===== config.mk =====
export PLATFORM = sky130hd
export DESIGN_NAME = ucf_channel
export DESIGN_NICKNAME = d
export VERILOG_FILES = /design/src/logic/ucf_pkg.sv /design/src/logic/ucf_mem_if.sv /design/src/logic/ucf_channel.sv /design/src/logic/ucf_mem.sv
export VERILOG_INCLUDE_DIRS = /design/src /design/src/logic
export SDC_FILE = /design/constraint.sdc
export NUM_CORES = 2
export LEC_CHECK = 0
export ABC_AREA = 1
export BUFFER_PORTS_ARGS = -buffer_cell sky130_fd_sc_hd__buf_4
export CAP_MARGIN = 20
export CORE_UTILIZATION = 50
export DETAILED_ROUTE_END_ITERATION = 10
export HOLD_SLACK_MARGIN = 0.05
export PLACE_DENSITY = 0.75
export SLEW_MARGIN = 40
export SYNTH_ARGS = -nofsm -noshare
export SYNTH_HDL_FRONTEND = slang
export SYNTH_HIERARCHICAL = 1
export SYNTH_SLANG_ARGS = --single-unit

===== constraint.sdc =====
create_clock -name pclk -period 6 [get_ports pclk]
set_input_delay 1.2 -clock pclk [delete_from_list [all_inputs] [get_ports pclk]]
set_output_delay 1.2 -clock pclk [all_outputs]
set_load 0.02 [all_outputs]

===== src/logic/ucf_map.svh =====
`ifndef UCF_MAP_SVH
`define UCF_MAP_SVH

// Storage depth of each character queue.
`define UCF_FIFO_DEPTH   64

// Register byte addresses on the peripheral bus.
`define UCF_A_DATA       8'h00
`define UCF_A_LINE       8'h04
`define UCF_A_FSET       8'h08
`define UCF_A_PTHR       8'h0C
`define UCF_A_FLOW       8'h10
`define UCF_A_EFR        8'h14
`define UCF_A_DIV        8'h18
`define UCF_A_MCTL       8'h1C
`define UCF_A_STAT       8'h20

// Reset values.
`define UCF_LINE_RST     5'h00
`define UCF_FSET_RST     8'h00
`define UCF_THR_RST      8'h00
`define UCF_EFR_RST      8'h00
`define UCF_DIV_RST      16'h0001
`define UCF_MCTL_RST     8'h00

// Field positions.
`define UCF_LINE_WL      1:0
`define UCF_LINE_STOP    2
`define UCF_LINE_PEN     3
`define UCF_LINE_EVEN    4
`define UCF_FSET_EN      0
`define UCF_FSET_RXCLR   1
`define UCF_FSET_TXCLR   2
`define UCF_FSET_TXSEL   5:4
`define UCF_FSET_RXSEL   7:6
`define UCF_FSET_KEEP    8'hF9
`define UCF_NIB_LO       3:0
`define UCF_NIB_HI       7:4
`define UCF_EFR_RTS      6
`define UCF_EFR_CTS      7
`define UCF_MCTL_RTS     0
`define UCF_MCTL_PRE     7
`define UCF_ENT_DATA     7:0
`define UCF_ENT_PERR     8
`define UCF_ENT_FERR     9
`define UCF_ENT_BRK      10
`define UCF_STAT_FLAGS   6:0
`define UCF_STAT_OVR     0
`define UCF_STAT_PERR    1
`define UCF_STAT_FERR    2
`define UCF_STAT_BRK     3
`define UCF_STAT_IDLE    4
`define UCF_STAT_UNDR    5
`define UCF_STAT_CTSC    6
`define UCF_STAT_RXLVL   16
`define UCF_STAT_TXLVL   24

// Sixteen-times oversampling points within one bit, then the idle, stop-length and prescale counts.
`define UCF_VOTE_LO      4'h7
`define UCF_VOTE_HI      4'h9
`define UCF_VOTE_DONE    4'hA
`define UCF_BIT_END      4'hF
`define UCF_HALF_END     3'h7
`define UCF_IDLE_LAST    10'h27F
`define UCF_HALF_ONE     2'h1
`define UCF_HALF_ONEHALF 2'h2
`define UCF_HALF_TWO     2'h3
`define UCF_PRE_LAST     2'h3

// Selectable trigger levels in characters.
`define UCF_RX_TRIG0     7'h08
`define UCF_RX_TRIG1     7'h10
`define UCF_RX_TRIG2     7'h38
`define UCF_RX_TRIG3     7'h3C
`define UCF_TX_TRIG0     7'h08
`define UCF_TX_TRIG1     7'h10
`define UCF_TX_TRIG2     7'h20
`define UCF_TX_TRIG3     7'h38

`endif


===== src/logic/ucf_pkg.sv =====
package ucf_pkg;
	typedef logic [31:0] ucf_word_t;
	typedef logic [7:0]  ucf_addr_t;
	typedef enum logic [4:0] {
		RX_IDLE  = 5'h01,
		RX_START = 5'h02,
		RX_DATA  = 5'h04,
		RX_PAR   = 5'h08,
		RX_STOP  = 5'h10
	} ucf_rx_st_t;
	typedef enum logic [4:0] {
		TX_IDLE  = 5'h01,
		TX_START = 5'h02,
		TX_DATA  = 5'h04,
		TX_PAR   = 5'h08,
		TX_STOP  = 5'h10
	} ucf_tx_st_t;
endpackage


===== src/logic/ucf_mem_if.sv =====
`timescale 1ns/10ps
// Write and read port of one character store.
interface ucf_mem_if #(
	parameter int W  = 11,
	parameter int AW = 6
);
	logic          we;
	logic [AW-1:0] waddr;
	logic [W-1:0]  wdata;
	logic [AW-1:0] raddr;
	logic [W-1:0]  rdata;
	modport ctrl (output we, output waddr, output wdata, output raddr, input rdata);
	modport mem  (input we, input waddr, input wdata, input raddr, output rdata);
endinterface


===== src/logic/ucf_channel.sv =====
// Design decisions made here: the address map and the APB slave port.
`timescale 1ns/10ps
`include "ucf_map.svh"
// Operation
// - Separate 64-deep queues; receive entries carry errors.
// - Five to eight data bits both ways.
// - Even, odd or no parity; 1/1.5/2 stops.
// - Flag break, idle, framing, overrun, parity.
// - Report transmit queue running dry.
// - Sixteen-bit baud divisor, one to maximum.
// - Prescale select divides reference by four.
// - Three samples per bit, majority vote.
// - Optional queueing; otherwise single character hold.
// - After reset queues off, trigger one.
// - Thresholds selectable or programmed, independent each way.
// - Drive receive and transmit DMA request outputs.
// - Two bits enable auto CTS and RTS.
// - Auto CTS: start character only if active.
// - Auto RTS drops at halt fill level.
// - Auto RTS returns at resume fill level.
// - Accept one extra character after RTS drops.
// - Without auto CTS, send regardless of CTS.
// - No CTS change events under auto CTS.
module ucf_channel #(
	parameter int FIFO_DEPTH = `UCF_FIFO_DEPTH
) (
	input  wire logic              pclk,
	input  wire logic              presetn,
	input  wire logic              psel,
	input  wire logic              penable,
	input  wire logic              pwrite,
	input  wire ucf_pkg::ucf_addr_t paddr,
	input  wire ucf_pkg::ucf_word_t pwdata,
	output ucf_pkg::ucf_word_t      prdata,
	output logic                   pready,
	output logic                   pslverr,
	input  wire logic              rxd,
	output logic                   txd,
	input  wire logic              cts_n,
	output logic                   rts_n,
	output logic                   rx_dma_request,
	output logic                   tx_dma_request
);
	import ucf_pkg::*;

	localparam int AW = $clog2(FIFO_DEPTH);
	localparam int CW = AW + 1;

	// Thresholds up to sixty characters need at least the documented depth.
	if (FIFO_DEPTH < `UCF_FIFO_DEPTH || (FIFO_DEPTH & (FIFO_DEPTH - 1)) != 0) begin : g_chk
		$error("FIFO_DEPTH must be a power of two no smaller than the default.");
	end

	// Expected parity bit for a character; unused upper bits are zero.
	function automatic logic par_of(input logic [7:0] d, input logic even);
		par_of = (^d) ^ ~even;
	endfunction

	// Majority of three samples.
	function automatic logic maj3(input logic [2:0] v);
		maj3 = (v[0] & v[1]) | (v[1] & v[2]) | (v[0] & v[2]);
	endfunction

	// Effective trigger level: one when queueing is off, else programmed or selected.
	function automatic logic [CW-1:0] trig_lvl(input logic en, input logic [1:0] sel,
			input logic [3:0] prog, input logic rx);
		logic [6:0] pick;
		pick = rx ? ((sel == 2'h0) ? `UCF_RX_TRIG0 : (sel == 2'h1) ? `UCF_RX_TRIG1 :
			(sel == 2'h2) ? `UCF_RX_TRIG2 : `UCF_RX_TRIG3) :
			((sel == 2'h0) ? `UCF_TX_TRIG0 : (sel == 2'h1) ? `UCF_TX_TRIG1 :
			(sel == 2'h2) ? `UCF_TX_TRIG2 : `UCF_TX_TRIG3);
		if (!en) trig_lvl = CW'(1);
		else if (prog != 4'h0) trig_lvl = CW'({prog, 2'h0});
		else trig_lvl = CW'(pick);
	endfunction

	logic [2:0]  rx_sy_q, cts_sy_q;
	logic        rx_f_q, cts_n_f_q;
	logic        pready_q, pslverr_q;
	ucf_word_t   prdata_q;
	logic [4:0]  line_q;
	logic [7:0]  fset_q, pthr_q, flow_q, efr_q, mctl_q;
	logic [15:0] div_q, div_cnt_q;
	logic [1:0]  pre_q;
	logic [6:0]  flags_q;
	logic        rts_n_q, txd_q, rx_dma_q, tx_dma_q;
	logic [AW-1:0] rx_wp_q, rx_rp_q, tx_wp_q, tx_rp_q;
	logic [CW-1:0] rx_cnt_q, tx_cnt_q;
	ucf_rx_st_t  rx_st_q, rx_st_d;
	ucf_tx_st_t  tx_st_q, tx_st_d;
	logic [3:0]  rx_sub_q, tx_sub_q;
	logic [2:0]  rx_bit_q, tx_bit_q, vote_q;
	logic [7:0]  rx_sh_q, tx_sh_q;
	logic        rx_perr_q, tx_par_q, tx_cts_q;
	logic [1:0]  tx_half_q;
	logic [9:0]  idle_cnt_q;

	ucf_mem_if #(.W(11), .AW(AW)) rx_mem ();
	ucf_mem_if #(.W(8), .AW(AW))  tx_mem ();

	ucf_mem #(.W(11), .AW(AW)) u_rx_mem (.pclk(pclk), .presetn(presetn), .port(rx_mem));
	ucf_mem #(.W(8), .AW(AW))  u_tx_mem (.pclk(pclk), .presetn(presetn), .port(tx_mem));

	// Bus decode; every access completes in the cycle after its setup cycle.
	wire setup  = psel & ~penable;
	wire acc    = psel & penable & pready_q;
	wire wr_en  = acc & pwrite;
	wire rd_en  = acc & ~pwrite;
	wire a_data = paddr == `UCF_A_DATA;
	wire a_line = paddr == `UCF_A_LINE;
	wire a_fset = paddr == `UCF_A_FSET;
	wire a_pthr = paddr == `UCF_A_PTHR;
	wire a_flow = paddr == `UCF_A_FLOW;
	wire a_efr  = paddr == `UCF_A_EFR;
	wire a_div  = paddr == `UCF_A_DIV;
	wire a_mctl = paddr == `UCF_A_MCTL;
	wire a_stat = paddr == `UCF_A_STAT;
	wire hit    = a_data | a_line | a_fset | a_pthr | a_flow | a_efr | a_div | a_mctl | a_stat;

	// Configuration fields.
	wire [1:0] wl       = line_q[`UCF_LINE_WL];
	wire       par_en   = line_q[`UCF_LINE_PEN];
	wire       even     = line_q[`UCF_LINE_EVEN];
	wire       fifo_en  = fset_q[`UCF_FSET_EN];
	wire       auto_rts = efr_q[`UCF_EFR_RTS];
	wire       auto_cts = efr_q[`UCF_EFR_CTS];
	wire       prescale = mctl_q[`UCF_MCTL_PRE];
	wire       cts_act  = ~cts_n_f_q;
	wire [2:0] last_bit = 3'(3'h4 + 3'(wl));
	wire [CW-1:0] cap   = fifo_en ? CW'(FIFO_DEPTH) : CW'(1);
	wire [CW-1:0] halt_lvl   = CW'({flow_q[`UCF_NIB_LO], 2'h0});
	wire [CW-1:0] resume_lvl = CW'({flow_q[`UCF_NIB_HI], 2'h0});
	wire [CW-1:0] rx_trig = trig_lvl(fifo_en, fset_q[`UCF_FSET_RXSEL], pthr_q[`UCF_NIB_HI], 1'b1);
	wire [CW-1:0] tx_trig = trig_lvl(fifo_en, fset_q[`UCF_FSET_TXSEL], pthr_q[`UCF_NIB_LO], 1'b0);
	wire rx_clr = wr_en & a_fset & pwdata[`UCF_FSET_RXCLR];
	wire tx_clr = wr_en & a_fset & pwdata[`UCF_FSET_TXCLR];

	// Baud timing: optional divide by four, then the divisor (zero acts as one).
	wire [15:0] div_eff = (div_q == 16'h0000) ? 16'h0001 : div_q;
	wire pre_tick = ~prescale | (pre_q == `UCF_PRE_LAST);
	wire tick     = pre_tick & (div_cnt_q >= 16'(div_eff - 16'h0001));

	// Receive side decode.
	wire rx_mid   = tick & (rx_sub_q == `UCF_VOTE_DONE);
	wire vote_win = tick & (rx_sub_q >= `UCF_VOTE_LO) & (rx_sub_q <= `UCF_VOTE_HI);
	wire rx_bitv  = maj3(vote_q);
	wire [7:0] rx_data = rx_sh_q >> (2'h3 - wl);
	wire rx_push  = rx_mid & (rx_st_q == RX_STOP);
	wire rx_full  = rx_cnt_q >= cap;
	wire rx_ferr  = ~rx_bitv;
	wire rx_brk   = rx_ferr & (rx_data == 8'h00);
	wire rx_pop   = rd_en & a_data & (rx_cnt_q != '0);
	wire idle_run = (rx_st_q == RX_IDLE) & rx_f_q;
	wire idle_set = idle_run & tick & (idle_cnt_q == `UCF_IDLE_LAST);

	// Transmit side decode.
	wire tx_bend  = tick & (tx_sub_q == `UCF_BIT_END);
	wire tx_hend  = tick & (tx_sub_q[2:0] == `UCF_HALF_END);
	wire [1:0] half_last = ~line_q[`UCF_LINE_STOP] ? `UCF_HALF_ONE :
		(wl == 2'h0) ? `UCF_HALF_ONEHALF : `UCF_HALF_TWO;
	wire [1:0] half_mid = 2'(half_last - 2'h1);
	wire cts_ok   = (tx_st_q == TX_IDLE) ? cts_act : tx_cts_q;
	wire tx_go    = (tx_cnt_q != '0) & ~tx_clr & (~auto_cts | cts_ok);
	wire tx_load  = (tx_st_d == TX_START) & (tx_st_q != TX_START);
	wire tx_full  = tx_cnt_q >= cap;
	wire tx_push  = wr_en & a_data & ~tx_full;
	wire [7:0] tx_word = tx_mem.rdata & (8'hFF >> (2'h3 - wl));
	wire txd_d = (tx_st_q == TX_START) ? 1'b0 : (tx_st_q == TX_DATA) ? tx_sh_q[0] :
		(tx_st_q == TX_PAR) ? tx_par_q : 1'b1;
	wire tx_dry   = (tx_st_q == TX_STOP) & (tx_st_d == TX_IDLE) & (tx_cnt_q == '0);

	// Queue pointers and the store ports.
	assign rx_mem.we    = rx_push & ~rx_full;
	assign rx_mem.waddr = rx_wp_q;
	assign rx_mem.wdata = {rx_brk, rx_ferr, rx_perr_q, rx_data};
	assign rx_mem.raddr = rx_clr ? '0 : AW'(rx_rp_q + AW'(rx_pop));
	assign tx_mem.we    = tx_push;
	assign tx_mem.waddr = tx_wp_q;
	assign tx_mem.wdata = pwdata[`UCF_ENT_DATA];
	assign tx_mem.raddr = tx_clr ? '0 : AW'(tx_rp_q + AW'(tx_load));

	// Sticky events; a clear removes only bits already reported, so a set wins.
	// Kept as a net so the change detector is re-evaluated whenever its inputs move.
	wire cts_chg = ~auto_cts & (cts_sy_q[2] == cts_sy_q[1]) & (cts_sy_q[2] != cts_n_f_q);
	wire [6:0] flag_set = {cts_chg, tx_dry, idle_set, rx_push & rx_brk,
		rx_push & rx_ferr, rx_push & rx_perr_q, rx_push & rx_full};
	wire [6:0] flag_clr = (rd_en & a_stat) ? prdata_q[`UCF_STAT_FLAGS] : 7'h00;

	wire ucf_word_t stat_w = (ucf_word_t'(tx_cnt_q) << `UCF_STAT_TXLVL) |
		(ucf_word_t'(rx_cnt_q) << `UCF_STAT_RXLVL) |
		ucf_word_t'({tx_cnt_q == '0, rx_cnt_q != '0, ~rts_n_q, cts_act, flags_q});
	wire ucf_word_t rd_mux = a_data ? ucf_word_t'(rx_mem.rdata) :
		a_line ? ucf_word_t'(line_q) : a_fset ? ucf_word_t'(fset_q) :
		a_pthr ? ucf_word_t'(pthr_q) : a_flow ? ucf_word_t'(flow_q) :
		a_efr ? ucf_word_t'(efr_q) : a_div ? ucf_word_t'(div_q) :
		a_mctl ? ucf_word_t'(mctl_q) : a_stat ? stat_w : '0;

	// Pin inputs settle through three stages before they are believed.
	always_ff @(posedge pclk or negedge presetn) begin
		if (!presetn) begin
			rx_sy_q   <= 3'h7;
			cts_sy_q  <= 3'h7;
			rx_f_q    <= 1'b1;
			cts_n_f_q <= 1'b1;
		end else begin
			rx_sy_q  <= {rx_sy_q[1:0], rxd};
			cts_sy_q <= {cts_sy_q[1:0], cts_n};
			if (rx_sy_q[1] == rx_sy_q[2]) rx_f_q <= rx_sy_q[2];
			if (cts_sy_q[1] == cts_sy_q[2]) cts_n_f_q <= cts_sy_q[2];
		end
	end

	// Bus answer is captured in the setup cycle and shown in the access cycle.
	always_ff @(posedge pclk or negedge presetn) begin
		if (!presetn) begin
			pready_q  <= 1'b0;
			pslverr_q <= 1'b0;
			prdata_q  <= '0;
		end else begin
			pready_q  <= setup;
			pslverr_q <= setup & ~hit;
			prdata_q  <= (setup & ~pwrite) ? rd_mux : '0;
		end
	end

	// Software-written controls; queue reset bits act once and read back zero.
	always_ff @(posedge pclk or negedge presetn) begin
		if (!presetn) begin
			line_q <= `UCF_LINE_RST;
			fset_q <= `UCF_FSET_RST;
			pthr_q <= `UCF_THR_RST;
			flow_q <= `UCF_THR_RST;
			efr_q  <= `UCF_EFR_RST;
			div_q  <= `UCF_DIV_RST;
			mctl_q <= `UCF_MCTL_RST;
		end else if (wr_en) begin
			if (a_line) line_q <= pwdata[4:0];
			if (a_fset) fset_q <= pwdata[7:0] & `UCF_FSET_KEEP;
			if (a_pthr) pthr_q <= pwdata[7:0];
			if (a_flow) flow_q <= pwdata[7:0];
			if (a_efr) efr_q <= pwdata[7:0];
			if (a_div) div_q <= pwdata[15:0];
			if (a_mctl) mctl_q <= pwdata[7:0];
		end
	end

	// Baud counters, queue bookkeeping, status and the registered pins.
	always_ff @(posedge pclk or negedge presetn) begin
		if (!presetn) begin
			pre_q      <= 2'h0;
			div_cnt_q  <= 16'h0000;
			rx_wp_q    <= '0;
			rx_rp_q    <= '0;
			rx_cnt_q   <= '0;
			tx_wp_q    <= '0;
			tx_rp_q    <= '0;
			tx_cnt_q   <= '0;
			flags_q    <= 7'h00;
			idle_cnt_q <= 10'h000;
			rts_n_q    <= 1'b1;
			rx_dma_q   <= 1'b0;
			tx_dma_q   <= 1'b0;
		end else begin
			pre_q     <= 2'(pre_q + 2'h1);
			div_cnt_q <= tick ? 16'h0000 : 16'(div_cnt_q + 16'(pre_tick));
			rx_wp_q   <= rx_clr ? '0 : AW'(rx_wp_q + AW'(rx_mem.we));
			rx_rp_q   <= rx_mem.raddr;
			rx_cnt_q  <= rx_clr ? '0 : CW'(rx_cnt_q + CW'(rx_mem.we) - CW'(rx_pop));
			tx_wp_q   <= tx_clr ? '0 : AW'(tx_wp_q + AW'(tx_push));
			tx_rp_q   <= tx_mem.raddr;
			tx_cnt_q  <= tx_clr ? '0 : CW'(tx_cnt_q + CW'(tx_push) - CW'(tx_load));
			flags_q   <= (flags_q & ~flag_clr) | flag_set;
			idle_cnt_q <= ~idle_run ? 10'h000 :
				(tick && idle_cnt_q != `UCF_IDLE_LAST) ? 10'(idle_cnt_q + 10'h001) : idle_cnt_q;
			if (!auto_rts) rts_n_q <= ~mctl_q[`UCF_MCTL_RTS];
			else if (rx_cnt_q >= halt_lvl) rts_n_q <= 1'b1;
			else if (rx_cnt_q <= resume_lvl) rts_n_q <= 1'b0;
			rx_dma_q <= rx_cnt_q >= rx_trig;
			tx_dma_q <= CW'(cap - tx_cnt_q) >= tx_trig;
		end
	end

	// Receiver: a low line opens a start bit that must survive its own vote.
	always_comb begin
		rx_st_d = rx_st_q;
		case (rx_st_q)
			RX_IDLE:  if (!rx_f_q) rx_st_d = RX_START;
			RX_START: if (rx_mid) rx_st_d = rx_bitv ? RX_IDLE : RX_DATA;
			RX_DATA:  if (rx_mid && rx_bit_q == last_bit) rx_st_d = par_en ? RX_PAR : RX_STOP;
			RX_PAR:   if (rx_mid) rx_st_d = RX_STOP;
			RX_STOP:  if (rx_mid) rx_st_d = RX_IDLE;
			default:  rx_st_d = RX_IDLE;
		endcase
	end

	always_ff @(posedge pclk or negedge presetn) begin
		if (!presetn) begin
			rx_st_q   <= RX_IDLE;
			rx_sub_q  <= 4'h0;
			rx_bit_q  <= 3'h0;
			vote_q    <= 3'h7;
			rx_sh_q   <= 8'h00;
			rx_perr_q <= 1'b0;
		end else begin
			rx_st_q  <= rx_st_d;
			rx_sub_q <= (rx_st_q == RX_IDLE) ? 4'h0 : 4'(rx_sub_q + 4'(tick));
			rx_bit_q <= (rx_st_q != RX_DATA) ? 3'h0 : 3'(rx_bit_q + 3'(rx_mid));
			if (vote_win) vote_q <= {vote_q[1:0], rx_f_q};
			if (rx_mid && rx_st_q == RX_DATA) rx_sh_q <= {rx_bitv, rx_sh_q[7:1]};
			if (rx_st_q == RX_IDLE) rx_perr_q <= 1'b0;
			else if (rx_mid && rx_st_q == RX_PAR) rx_perr_q <= rx_bitv != par_of(rx_data, even);
		end
	end

	// Transmitter: CTS is read half a bit before the stop bits end for back-to-back
	// characters, and live when the line has gone idle.
	always_comb begin
		tx_st_d = tx_st_q;
		case (tx_st_q)
			TX_IDLE:  if (tx_go) tx_st_d = TX_START;
			TX_START: if (tx_bend) tx_st_d = TX_DATA;
			TX_DATA:  if (tx_bend && tx_bit_q == last_bit) tx_st_d = par_en ? TX_PAR : TX_STOP;
			TX_PAR:   if (tx_bend) tx_st_d = TX_STOP;
			TX_STOP:  if (tx_hend && tx_half_q == half_last) tx_st_d = tx_go ? TX_START : TX_IDLE;
			default:  tx_st_d = TX_IDLE;
		endcase
	end

	always_ff @(posedge pclk or negedge presetn) begin
		if (!presetn) begin
			tx_st_q   <= TX_IDLE;
			tx_sub_q  <= 4'h0;
			tx_bit_q  <= 3'h0;
			tx_half_q <= 2'h0;
			tx_sh_q   <= 8'h00;
			tx_par_q  <= 1'b0;
			tx_cts_q  <= 1'b0;
			txd_q     <= 1'b1;
		end else begin
			tx_st_q   <= tx_st_d;
			tx_sub_q  <= (tx_st_d != tx_st_q) ? 4'h0 : 4'(tx_sub_q + 4'(tick));
			tx_bit_q  <= (tx_st_q != TX_DATA) ? 3'h0 : 3'(tx_bit_q + 3'(tx_bend));
			tx_half_q <= (tx_st_q != TX_STOP) ? 2'h0 : 2'(tx_half_q + 2'(tx_hend));
			if (tx_load) begin
				tx_sh_q  <= tx_word;
				tx_par_q <= par_of(tx_word, even);
			end else if (tx_bend && tx_st_q == TX_DATA) begin
				tx_sh_q <= {1'b0, tx_sh_q[7:1]};
			end
			if (tx_st_q == TX_IDLE || (tx_hend && tx_st_q == TX_STOP && tx_half_q == half_mid))
				tx_cts_q <= cts_act;
			txd_q <= txd_d;
		end
	end

	assign prdata         = prdata_q;
	assign pready         = pready_q;
	assign pslverr        = pslverr_q;
	assign txd            = txd_q;
	assign rts_n          = rts_n_q;
	assign rx_dma_request = rx_dma_q;
	assign tx_dma_request = tx_dma_q;
endmodule


===== src/logic/ucf_mem.sv =====
`timescale 1ns/10ps
module ucf_mem #(
	parameter int W  = 11,
	parameter int AW = 6
) (
	input wire logic pclk,
	input wire logic presetn,
	ucf_mem_if.mem   port
);
	import ucf_pkg::*;

	logic [W-1:0] store [2**AW];
	logic [W-1:0] rdata_q;

	// The array has no reset, so it can map onto plain storage cells.
	always_ff @(posedge pclk) begin
		if (port.we) begin
			store[port.waddr] <= port.wdata;
		end
	end

	// A write to the address being read is passed straight through, so a
	// character pushed into an empty queue is visible one edge later.
	always_ff @(posedge pclk or negedge presetn) begin
		if (!presetn) begin
			rdata_q <= '0;
		end else if (port.we && port.waddr == port.raddr) begin
			rdata_q <= port.wdata;
		end else begin
			rdata_q <= store[port.raddr];
		end
	end

	assign port.rdata = rdata_q;
endmodule


==> results summary <==
The slew at the pin closest to its max-slew limit came out at about 880 ps. Summed over all layers, the global routing overflow is 0. The final number of setup-violating endpoints is 0.

The global routing usage summed across all routing layers came out at 0.2395. The die outline height came out at 357.0 um. The area of the die came out at 127500 um^2.

The minimum clock period after layout is approximately 5700 ps. The area inside the core boundary is 124300 um^2. The worst setup path is captured at a flop. The number of standard cells in the final layout excluding fillers came out at 7589. The initial utilization of the core area, before any placement, comes to 0.5071. The worst clock skew is 33.20 ps. The clock latency on the worst-skew pair is 770 ps. For this run, asynchronously set or reset flops after synthesis account for 0.1666. The cell count after synthesis came out at 5741. The quantity of I/O buffers inserted on ports came out at 66. The final instance area came out at just over 70000 um^2. Detailed placement ended at an HPWL of 90480 um. In the finished design, the share of the clock period the worst path needs comes to 0.9456. The total clock sinks is 1459. The number of global-route vias before repair is 41890.

The share of layout cells above drive strength 1 came out at 0.09812. The hold buffer count at CTS is 0. The first global-routing pass estimated 236100 um of wire. The clock slew at the register clock pins of the worst setup and hold paths came out at 60 ps. The first routing iteration left 5248 violations. The mean instance size in the synthesized netlist came out at 10.98 um^2.

The largest individual stage delay along the critical path comes from the cell sky130_fd_sc_hd__dfrtp_1. The synthesized netlist contains 70 unique library cells. The largest buffer count on any clock path is 3. The detailed router used layers up to and including met5. The total cell area at the placement stage is 65520 um^2.

Power spread over the standard cell area amounts to 295.7 nW/um^2. The number of vias in the routed layout came out at 43490. The wire length the detailed router placed on met1 came out at 60870 um. The total routed wirelength came out at 154100 um. For the worst setup path, the data arrival time is 6320 ps.

The worst hold path belongs to the class in2async. The boundary pin count is 85. Compared with the post-synthesis result, the final layout area differs by 11.86%. The routed length per instance came out at 20.30 um. Derived from the worst setup path, the maximum achievable clock frequency is 176.3 MHz. On the worst path, the slowest cell contributes a delay of 400 ps. The met3 wire length came out at 13900 um. The final number of max-transition violations was 0. The number of warnings printed during yosys synthesis came out at 6. Yosys instantiated no cell more often than sky130_fd_sc_hd__nand2_1. Summed over all cells, the static leakage comes to 26.85 nW. Yosys mapped a number of flops with a built-in enable equal to 1216. In this run the worst path has a maximum fanout of 28. Headroom to the max-slew limit came out at 0.4104.

In this design, the critical path's most frequently occurring cell is sky130_fd_sc_hd__nand2_1. The type of the worst setup path is reg2reg. By area the synthesized netlist is led by sky130_fd_sc_hd__edfxtp_1 (58%), sky130_fd_sc_hd__nand2_1 (10%), sky130_fd_sc_hd__nand3_1 (9.4%).

The cell area after synthesis came out at 63020 um^2. The number of nets in the layout is about 6000. The register bit total from synthesis is between 1000 and 1500.

The number of core rows came out at around 130. The required time at the endpoint of the critical path is 6650 ps. The pin count of the biggest net entering global routing came out at 140.

The antenna diode count came out at 0. The number of antenna violations at the first check in global routing came out at 3. The ratio of routed vias to standard cells came out at 5.731. The maximum vdd drop came out at between 200 and 300 uV. The total negative slack is 0 ps. The cell type with the largest total area after synthesis is sky130_fd_sc_hd__edfxtp_1. The max-capacitance violation count is 0. STA classifies the critical path startpoint as a flop.

The global placement routability congestion came out at roughly 0.94. By count the netlist is led by sky130_fd_sc_hd__nand2_1 (1741), sky130_fd_sc_hd__edfxtp_1 (1216), sky130_fd_sc_hd__nand3_1 (1181). The count of endpoints failing hold in the final timing report was 0. The number of placed cells counting well taps came out at around 7300. The TritonCTS clock tree is yes. The antenna violation net count after detailed routing is 0.

The routed wire length on met2 is 73670 um. The TritonCTS buffer count is 148. The share of synthesized area in the top cell type comes to 0.5794. The run finished with clean final reports. For this run, the leading register cell type out of synthesis is sky130_fd_sc_hd__edfxtp_1. The tree is rooted in a sky130_fd_sc_hd__clkbuf_16. The first-pass iteration count of the detailed router is 8. The register area share after synthesis is 0.6762. The total number of H-tree levels is 4. For this run, design rule violations remaining after detail routing come to 0. The die is 357.0 um wide.
==> worst paths after layout <==
| path | startpoint | endpoint | slack, ps | cells after the start |
|---|---|---|---|---|
| setup reg to reg | div_q[3]$_DFFE_PN0P_ | u_tx_mem/port.rdata[6]$_DFF_PN0_ | 330 | 39 |
| setup / recovery | div_q[3]$_DFFE_PN0P_ | u_tx_mem/port.rdata[6]$_DFF_PN0_ | 330 | 39 |
| max in group asynchronous | presetn | rx_perr_q$_DFFE_PN0P_ | 4420 | 3 |
| min in group pclk | rx_sy_q[0]$_DFF_PN1_ | rx_sy_q[1]$_DFF_PN1_ | 350 | 0 |
| hold reg to reg | rx_sy_q[0]$_DFF_PN1_ | rx_sy_q[1]$_DFF_PN1_ | 350 | 0 |
| hold / removal | presetn | div_cnt_q[4]$_DFF_PN0_ | 300 | 1 |
==> sequential cells by signal (all words and copies together), names as in the netlist, 7 cells and up <==
register	cells
u_rx_mem/store	704
u_tx_mem/store	512
prdata	30
div_cnt_q	16
div_q	16
u_rx_mem/port.rdata	11
idle_cnt_q	10
efr_q	8
flow_q	8
mctl_q	8
pthr_q	8
rx_sh_q	8
tx_sh_q	8
u_tx_mem/port.rdata	8
flags_q	7
rx_cnt_q	7
tx_cnt_q	7
==> cells by family after synthesis <==
kind of cell | synth area share
simple gates | 0.2306
flops | 0.6762
buf+inv | 0.04382
compound gates | 0.02283
fa+ha+maj | 0.01866
xor+xnor | 0.007505
mux | 0.0003573
other cells | 0.00005950
==> layout by cell type, fill, tap and decap left out, types with 55 or more instances in the layout <==
cell type and n:
sky130_fd_sc_hd__o21ai_0 118, sky130_fd_sc_hd__nand3_1 1180, sky130_fd_sc_hd__nor2_1 219, sky130_fd_sc_hd__inv_1 223, sky130_fd_sc_hd__buf_4 202, sky130_fd_sc_hd__a21oi_1 55, sky130_fd_sc_hd__nand2_1 1740, sky130_fd_sc_hd__ha_1 90
sky130_fd_sc_hd__edfxtp_1 1216, sky130_fd_sc_hd__clkbuf_16 152, sky130_fd_sc_hd__dfrtp_1 225
==> metal layers <==
layer,vias to the layer above,GRT usage
li1,20070,-
met1,20910,0.3222
met2,2164,0.3870
met3,351,0.03995
met4,2,0.1009
met5,-,0
==> repair_timing <==
action                     CTS  global route
gates resized for setup      0            27
setup buffers                0             3
setup endpoints to repair    0           664
==> power breakdown <==
part / total, W / internal [W] / leakage (nW) / switching (W)
logic: 0.000721 / 0.000261 / 11.3 / 0.000460
clock network: 0.00907 / 0.00517 / 2.31 / 0.00390
registers: 0.0110 / 0.0110 / 13.2 / 0.0000716
total: 0.0208 / 0.0164 / 26.9 / 0.00443
==> layout make-up <==
cell class                 count  area [um^2]
fill                        9885        53790
sequential                  1459        42620
multi-input combinational   3722        17800
clock buffer                 193         3965
timing repair buffer         238         2212
tap                         1637         2048
inverter                     266         1049
clock inverter                74        800.8
==> stage by stage <==
stage                     hold WS [ps]  setup slack [ps]  utilization  power (W)
after detailed placement         347.0             160.9       0.5272    0.01197
after global routing             302.0            -82.08       0.5672    0.02145
after floorplan                  345.2             202.7            -    0.01169
after global placement           346.6             329.5       0.5270    0.01194
after CTS                        267.3             124.8       0.5655    0.02094
final                            303.0             326.6       0.5672    0.02084
==> worst max-delay path: cells and delay by family (launching register included) <==
family / cells / cell delay (ps)
AOI/OAI and AO/OA: 1 / 200
buffers and inverters: 8 / 920
adders and majority gates: 4 / 930
xor gates and xnor gates: 1 / 180
and+or+nand+nor: 25 / 2870
DFF: 1 / 400
(Power assumes the default switching activity.)
